--- src/design/hisel_defines.vh ---
// Purpose: constants for the host interface select block
// Assumes: included by bare name from design files
// Notes:   protocol codes and synchroniser depth
`ifndef HISEL_DEFINES_VH
`define HISEL_DEFINES_VH
`define HISEL_PROTO_SPI      1'b0
`define HISEL_PROTO_I2C      1'b1
`define HISEL_SYNC_STAGES    3
`define HISEL_ADDR_LSB_RST   1'b0
`define HISEL_ADDR_BIT1_RST  1'b1
`define HISEL_THREE_WIRE_RST 1'b0
`endif

--- src/design/hisel_sync.v ---
// Purpose: three-stage pin synchroniser with agreement filter
// Assumes: d_i is asynchronous to sys_clk_i
// Notes:   first stage feeds only the second stage
`timescale 1ns/100ps
`include "hisel_defines.vh"
module hisel_sync #(
  parameter RST_VAL = 1'b0
) (
  input  wire sys_clk_i, // system clock
  input  wire rst_i,     // async reset, active high
  input  wire d_i,       // raw pin level
  output reg  q_o        // filtered level
);
  reg s1_q;
  reg s2_q;
  reg s3_q;

  ////////////////////////////////////////////////////////////////
  // three stage flops plus the output flop, level changes once stages two and three agree
  always @(posedge sys_clk_i or posedge rst_i) begin
    if (rst_i) begin
      s1_q <= RST_VAL;
      s2_q <= RST_VAL;
      s3_q <= RST_VAL;
      q_o  <= RST_VAL;
    end else begin
      s1_q <= d_i;
      s2_q <= s1_q;
      s3_q <= s2_q;
      if (s2_q == s3_q) begin
        q_o <= s3_q;
      end
    end
  end
endmodule

--- src/design/hisel_top.v ---
// Purpose: host protocol select and shared pin mapping for both sensor parts
// Assumes: all pins are asynchronous to sys_clk_i and pass the synchroniser
// Notes:   three-wire enables come from the register files of each part
`timescale 1ns/100ps
`include "hisel_defines.vh"
module hisel_top (
  input  wire sys_clk_i,                 // system clock, 25 MHz
  input  wire rst_i,                     // async reset, active high
  input  wire protocol_select_pin_i,     // 0 spi, 1 i2c
  input  wire chip_select_low_pin_i,     // chip select low / addr bit 1
  input  wire sck_pin_i,                 // serial clock pin
  input  wire sdi_pin_i,                 // serial data in / sda pin level
  input  wire sdo_pin_i,                 // sdo pin level, strap in i2c
  input  wire accel_three_wire_enable_i, // accel three-wire bit
  input  wire mag_three_wire_enable_i,   // mag three-wire bit
  input  wire mag_power_on_i,            // mag power control bit
  input  wire spi_sdo_data_i,            // spi read data from engines
  input  wire spi_sdo_drive_i,           // spi engine drives read data
  input  wire i2c_sda_low_i,             // i2c engine pulls sda low
  output reg  i2c_mode_o,                // 1 i2c engine active
  output reg  spi_sel_o,                 // spi engines selected
  output reg  spi_sck_o,                 // clock to spi engines
  output reg  i2c_scl_o,                 // clock to i2c engine
  output reg  spi_mosi_o,                // spi data into engines
  output reg  i2c_sda_o,                 // sda level to i2c engine
  output reg  accel_three_wire_o,        // accel spi three-wire active
  output reg  mag_three_wire_o,          // mag spi three-wire active
  output reg  addr_lsb_o,                // i2c addr bit 0, both parts
  output reg  mag_addr_bit1_o,           // i2c addr bit 1, mag part
  output reg  sdo_pin_o,                 // sdo pin data
  output reg  sdo_pin_oe_n_o,            // sdo pin enable, low drives
  output reg  sdi_pin_o,                 // sdi pin data
  output reg  sdi_pin_oe_n_o             // sdi pin enable, low drives
);

  ////////////////////////////////////////////////////////////////
  // pin indices into the synchroniser bank
  localparam NUM_PINS = 5;
  localparam PIN_PS   = 0;
  localparam PIN_CSB  = 1;
  localparam PIN_SCK  = 2;
  localparam PIN_SDI  = 3;
  localparam PIN_SDO  = 4;
  // reset level per pin: chip select idles inactive, the rest low
  localparam [NUM_PINS-1:0] PIN_RST = 5'h02;

  ////////////////////////////////////////////////////////////////
  // filtered pin levels and derived mode
  wire [NUM_PINS-1:0] pin_raw;    // raw pins, async
  wire [NUM_PINS-1:0] pin_s;      // pins after synchroniser
  wire                ps_s;       // protocol select level
  wire                csb_s;      // chip select level
  wire                sck_s;      // serial clock level
  wire                sdi_s;      // serial data in level
  wire                sdo_s;      // sdo strap level
  wire                spi_mode;   // 1 spi engines own the pins
  wire                three_wire; // sdi pin turns around
  wire                cs_act;     // spi chip select active
  reg                 accel_3w_q; // accel three-wire state
  reg                 mag_3w_q;   // mag three-wire state

  ////////////////////////////////////////////////////////////////
  // protocol decode: one select level for both parts
  function is_spi;
    input ps_level; // synchronised select
    begin
      is_spi = (ps_level == `HISEL_PROTO_SPI);
    end
  endfunction

  // shared-pin steering: selected side sees the pin, the other its idle
  function steer;
    input side_sel; // 1 this side owns the pin
    input pin_lvl;  // synchronised pin level
    input idle_lvl; // level shown while the side is unselected
    begin
      steer = side_sel ? pin_lvl : idle_lvl;
    end
  endfunction

  ////////////////////////////////////////////////////////////////
  // pin synchronisers, one per shared pin
  assign pin_raw[PIN_PS]  = protocol_select_pin_i;
  assign pin_raw[PIN_CSB] = chip_select_low_pin_i;
  assign pin_raw[PIN_SCK] = sck_pin_i;
  assign pin_raw[PIN_SDI] = sdi_pin_i;
  assign pin_raw[PIN_SDO] = sdo_pin_i;

  genvar g;
  generate
    for (g = 0; g < NUM_PINS; g = g + 1) begin : g_sync
      hisel_sync #(
        .RST_VAL (PIN_RST[g])
      ) i_hisel_sync (
        .sys_clk_i (sys_clk_i),
        .rst_i     (rst_i),
        .d_i       (pin_raw[g]),
        .q_o       (pin_s[g])
      );
    end
  endgenerate

  // named taps on the filtered bank
  assign ps_s  = pin_s[PIN_PS];
  assign csb_s = pin_s[PIN_CSB];
  assign sck_s = pin_s[PIN_SCK];
  assign sdi_s = pin_s[PIN_SDI];
  assign sdo_s = pin_s[PIN_SDO];

  ////////////////////////////////////////////////////////////////
  // one select for both parts; no per-part protocol exists
  assign spi_mode   = is_spi(ps_s);
  // the sdi pin is shared, so the accel bit decides its turnaround
  assign three_wire = spi_mode & accel_3w_q;
  // chip select enables both parts, only in spi
  assign cs_act     = spi_mode & ~csb_s;

  ////////////////////////////////////////////////////////////////
  // three-wire state per part, four-wire after reset
  // mag bit is honoured only while the mag part is powered
  always @(posedge sys_clk_i or posedge rst_i) begin
    if (rst_i) begin
      accel_3w_q <= `HISEL_THREE_WIRE_RST;
      mag_3w_q   <= `HISEL_THREE_WIRE_RST;
    end else begin
      accel_3w_q <= accel_three_wire_enable_i;
      mag_3w_q   <= mag_three_wire_enable_i & mag_power_on_i;
    end
  end

  ////////////////////////////////////////////////////////////////
  // mode and chip select outputs
  always @(posedge sys_clk_i or posedge rst_i) begin
    if (rst_i) begin
      i2c_mode_o <= 1'b0;
      spi_sel_o  <= 1'b0;
    end else begin
      i2c_mode_o <= ~spi_mode;
      spi_sel_o  <= cs_act;
    end
  end

  ////////////////////////////////////////////////////////////////
  // shared clock pin feeds whichever engine is selected
  // the idle engine sees its bus idle level, so no stray edges reach it
  always @(posedge sys_clk_i or posedge rst_i) begin
    if (rst_i) begin
      spi_sck_o <= 1'b0;
      i2c_scl_o <= 1'b1;
    end else begin
      spi_sck_o <= steer(spi_mode, sck_s, 1'b0);
      i2c_scl_o <= steer(~spi_mode, sck_s, 1'b1);
    end
  end

  ////////////////////////////////////////////////////////////////
  // shared data-in pin: spi data in or i2c serial data
  // unselected side holds its idle level
  always @(posedge sys_clk_i or posedge rst_i) begin
    if (rst_i) begin
      spi_mosi_o <= 1'b0;
      i2c_sda_o  <= 1'b1;
    end else begin
      spi_mosi_o <= steer(spi_mode, sdi_s, 1'b0);
      i2c_sda_o  <= steer(~spi_mode, sdi_s, 1'b1);
    end
  end

  ////////////////////////////////////////////////////////////////
  // three-wire flags to each part, cleared in i2c mode
  always @(posedge sys_clk_i or posedge rst_i) begin
    if (rst_i) begin
      accel_three_wire_o <= 1'b0;
      mag_three_wire_o   <= 1'b0;
    end else begin
      accel_three_wire_o <= spi_mode & accel_3w_q;
      mag_three_wire_o   <= spi_mode & mag_3w_q;
    end
  end

  ////////////////////////////////////////////////////////////////
  // address straps, sampled only in i2c mode and held in spi
  // chip select strap moves the mag address only
  always @(posedge sys_clk_i or posedge rst_i) begin
    if (rst_i) begin
      addr_lsb_o      <= `HISEL_ADDR_LSB_RST;
      mag_addr_bit1_o <= `HISEL_ADDR_BIT1_RST;
    end else begin
      if (!spi_mode) begin
        addr_lsb_o      <= sdo_s;
        mag_addr_bit1_o <= csb_s;
      end
    end
  end

  ////////////////////////////////////////////////////////////////
  // sdo pin drives read data only in four-wire spi with cs active
  // released otherwise so the strap level can be read in i2c
  always @(posedge sys_clk_i or posedge rst_i) begin
    if (rst_i) begin
      sdo_pin_o      <= 1'b0;
      sdo_pin_oe_n_o <= 1'b1;
    end else begin
      sdo_pin_o      <= spi_sdo_data_i;
      sdo_pin_oe_n_o <= ~(cs_act & ~three_wire & spi_sdo_drive_i);
    end
  end

  ////////////////////////////////////////////////////////////////
  // sdi pin drives in three-wire spi, open drain low in i2c
  // never drives high in i2c; the bus pull-up gives the high level
  always @(posedge sys_clk_i or posedge rst_i) begin
    if (rst_i) begin
      sdi_pin_o      <= 1'b0;
      sdi_pin_oe_n_o <= 1'b1;
    end else begin
      if (spi_mode) begin
        sdi_pin_o      <= spi_sdo_data_i;
        sdi_pin_oe_n_o <= ~(three_wire & cs_act & spi_sdo_drive_i);
      end else begin
        sdi_pin_o      <= 1'b0;
        sdi_pin_oe_n_o <= ~i2c_sda_low_i;
      end
    end
  end

endmodule

--- config.mk ---
export PLATFORM = sky130hd
export DESIGN_NAME = hisel_top
export DESIGN_NICKNAME = d
export VERILOG_FILES = /design/src/design/hisel_sync.v /design/src/design/hisel_top.v
export VERILOG_INCLUDE_DIRS = /design/src /design/src/design
export SDC_FILE = /design/constraint.sdc
export NUM_CORES = 1
export LEC_CHECK = 0
export ABC_AREA = 0
export BUFFER_PORTS_ARGS = -buffer_cell sky130_fd_sc_hd__buf_2
export CORE_MARGIN = 4
export CORE_UTILIZATION = 57
export CTS_BUF_LIST = sky130_fd_sc_hd__clkbuf_8
export CTS_CLUSTER_SIZE = 8
export DETAILED_ROUTE_END_ITERATION = 8
export GPL_TIMING_DRIVEN = 0
export PLACE_DENSITY = 0.87
export SETUP_SLACK_MARGIN = 0.3
export SLEW_MARGIN = 5
export SYNTH_ARGS = -nofsm -noshare
export SYNTH_HDL_FRONTEND = slang
export SYNTH_SLANG_ARGS = --single-unit
--- constraint.sdc ---
create_clock -name sys_clk_i -period 2 [get_ports sys_clk_i]
set_input_delay 0.2 -clock sys_clk_i [delete_from_list [all_inputs] [get_ports sys_clk_i]]
set_output_delay 0.2 -clock sys_clk_i [all_outputs]
set_load 0.02 [all_outputs]
==> results.sh <==
export IMPL_grt_overflow_total=0
export IMPL_grt_setup_unrepaired="false"
export IMPL_r2r_end="g_sync[0].i_hisel_sync.q_o"
export IMPL_min_period_over_period_pct=58.2
export IMPL_synth_area_um2=1070
export IMPL_vias=539
export IMPL_cp_slowest_stage_delay_ns=0.53
export IMPL_synthesis_nets=69
export IMPL_rr_worst_depth=2
export IMPL_required_ns=1.80
export IMPL_hpwl_um=1110
export IMPL_hold_viol=0
export IMPL_grt_max_degree=37
export IMPL_path_cells="buf_2"
export IMPL_worstSetupPathType="register to output port"
export IMPL_drive_above_1_share_pct=52.7
export IMPL_pin_count=27
export IMPL_critical_path_arrival_ns=0.96
export IMPL_cts_buffers=5
export IMPL_port_buffers=26
export IMPL_cp_top_family="flip-flops"
export IMPL_dieHeight_um=51.4
export IMPL_syn_to_final_growth_pct=24.6
export IMPL_dpl_cell_area_um2=1240
export IMPL_worst_path_max_fanout=2
export IMPL_grt_first_pass_wirelength_um=2670
export IMPL_slowest_stage="dfstp_2"
export IMPL_final_setup_skew_ns=0.00361
export IMPL_hold_depth=1
export IMPL_cts_sinks=36
export IMPL_drt_iter0_drc=1
export IMPL_rows=15
export IMPL_finish_utilization_pct=75.9
export IMPL_end_kind="output port"
export IMPL_maxCapViolations=0
export IMPL_grt_util_all_layers_pct=15.2
export IMPL_diodes=0
export IMPL_ys_warn_count=0
export IMPL_hold_start="sdo_pin_i"
export IMPL_clkLatencyLatePin_ns=0.28
export IMPL_power_density_nw_per_um2=1090
export IMPL_tightestPinTransition_ns=0.698
export IMPL_antenna_found_initial=0
export IMPL_rrSetupSlack_ns=1.01
export IMPL_die_w_um=51.4
export IMPL_maxSlewHeadroom_pct=53.4
export IMPL_crit_buf_inv=1
export IMPL_hold_end="g_sync[4].i_hisel_sync.s1_q"
export IMPL_fillers=132
export IMPL_ys_seq_area_share_pct=84.9
export IMPL_ant_nets=0
export IMPL_ir_drop_mv=0.741
export IMPL_vias_per_cell=4.65
export IMPL_wl_per_cell_um=13.6
export IMPL_slew_viol_final=0
export IMPL_coreArea_um2=1760
export IMPL_grt_pass1_vias=558
export IMPL_avgSynthCellArea_um2=19.2
export IMPL_gp_congestion=0.592
export IMPL_nNetsFinal=103
export IMPL_clk_path_buf_depth=2
export IMPL_cts_root_buf="clkbuf_8"
export IMPL_rr_startpoint="g_sync[0].i_hisel_sync.q_o"
export IMPL_ys_seq_elements=36
export IMPL_htreeDepth=2
export IMPL_drc=0
export IMPL_drtPass1Iterations=4
export IMPL_synth_cell_types=14
export IMPL_cts_resized=0
export IMPL_stdcell_area_um2=1340
export IMPL_clk_pin_slew_worst_paths_ns=0.06
export IMPL_cts_tree="built"
export IMPL_fmax_mhz=860
export IMPL_min_period_ns=1.16
export IMPL_hold_class="input port to register"
export IMPL_status="finished clean"
export IMPL_netlist_instances=56
export IMPL_finalSetupViolations=0
export IMPL_fin_tns_setup_ns=0
export IMPL_post_place_ws_ns=0.626
export IMPL_setup_ws_ns=0.837
export IMPL_crit_path_start_kind="register"
export IMPL_routed_wl_um=1580
export IMPL_p_leak_nw=0.634
export IMPL_start_util_pct=60.9
export IMPL_die_area_um2=2640
-- cell families after synthesis --
kind of cell / Yosys count / synth area share [%]
multiplexers: 2 / 2.44
AO/OA/AOI/OAI: 1 / 0.815
flip-flops: 36 / 84.9
AND/OR/NAND/NOR: 10 / 5.70
adder cells (fa/ha/maj): 5 / 4.77
buffers and inverters: 2 / 1.40
-- state kept, by name, indices dropped and copies added (netlist names) --
signal                    count
g_sync.i_hisel_sync.q_o       5
g_sync.i_hisel_sync.s1_q      5
g_sync.i_hisel_sync.s2_q      5
g_sync.i_hisel_sync.s3_q      5
accel_3w_q                    1
accel_three_wire_o            1
addr_lsb_o                    1
i2c_mode_o                    1
i2c_scl_o                     1
i2c_sda_o                     1
mag_3w_q                      1
mag_addr_bit1_o               1
mag_three_wire_o              1
sdi_pin_o                     1
sdi_pin_oe_n_o                1
sdo_pin_o                     1
sdo_pin_oe_n_o                1
spi_mosi_o                    1
spi_sck_o                     1
spi_sel_o                     1
-- worst register-to-register path: stages (launching register included) --
cell     delay [ns]
dfrtp_1        0.42
buf_6          0.16
maj3_2         0.30
-- layer usage --
layer  share of wire, %  wire [µm]  GRT usage (%)  up-vias
met1                 38        606           16.2      269
met5                  0          0              0        -
met4                  0          0           6.55        0
li1                   -          -              -      246
met3                9.2        145           9.04        0
met2                 52        827           24.2       24
-- metrics by stage --
step	hold slack (ns)	std cells	power, mW
6_report	0.0233	116	1.46
3_3_place_gp	0.307	107	0.962
3_5_place_dp	0.308	107	0.974
4_1_cts	0.00124	115	1.48
2_1_floorplan	0.204	56	0.917
5_1_grt	0.00191	116	1.54
-- layout make-up --
class | instances | area, µm² | area share, %
Clock inverter | 2 | 10.0 | 0.748
Multi-Input combinational cell | 18 | 148 | 11.0
Buffer | 1 | 11.3 | 0.841
Clock buffer | 6 | 82.6 | 6.17
Sequential cell | 36 | 912 | 68.1
Inverter | 1 | 3.75 | 0.280
Tap cell | 25 | 31.3 | 2.34
Timing Repair Buffer | 27 | 140 | 10.5
-- cell usage in the layout (no fill, tap or decap), types with 2 or more instances in the layout --
cell and n:
clkbuf_8 6, clkinv_2 2, dfstp_2 9, nand2b_1 2
dfrtp_1 27, buf_2 26, maj3_1 4, nor2b_1 5
-- cells in the mapped netlist, drive strengths merged --
| master | n | area (µm²) |
|---|---|---|
| a32oi | 1 | 8.76 |
| and2 | 1 | 6.26 |
| buf | 1 | 11.3 |
| dfrtp | 27 | 676 |
| dfstp | 9 | 236 |
| inv | 1 | 3.75 |
| maj3 | 5 | 51.3 |
| mux2 | 2 | 26.3 |
| nand2b | 2 | 12.5 |
| nand3b | 1 | 7.51 |
| nor2 | 1 | 3.75 |
| nor2b | 5 | 31.3 |
-- what timing repair did --
action,in CTS,in global routing
hold endpoints to repair,0,1
buffers inserted,0,0
hold buffers,0,1
-- how the worst max path moves through the flow --
stage                     from              end  slack (ns)  depth (start not counted)
2_1_floorplan            rst_i       accel_3w_q        1.01                          1
3_3_place_gp             rst_i        sdi_pin_o        0.68                          2
3_5_place_dp             rst_i        sdi_pin_o        0.63                          2
4_1_cts        mag_addr_bit1_o  mag_addr_bit1_o        0.82                          1
5_1_grt        mag_addr_bit1_o  mag_addr_bit1_o        0.80                          1
6_report       mag_addr_bit1_o  mag_addr_bit1_o        0.84                          1
-- power by group --
group	leakage, nW	switching (mW)	total, mW	internal [mW]
clock	0.0510	0.227	0.501	0.274
combinational	0.165	0.0809	0.138	0.0571
sequential	0.419	0.0255	0.821	0.796
Note: power is estimated with default switching activity, not from simulation.
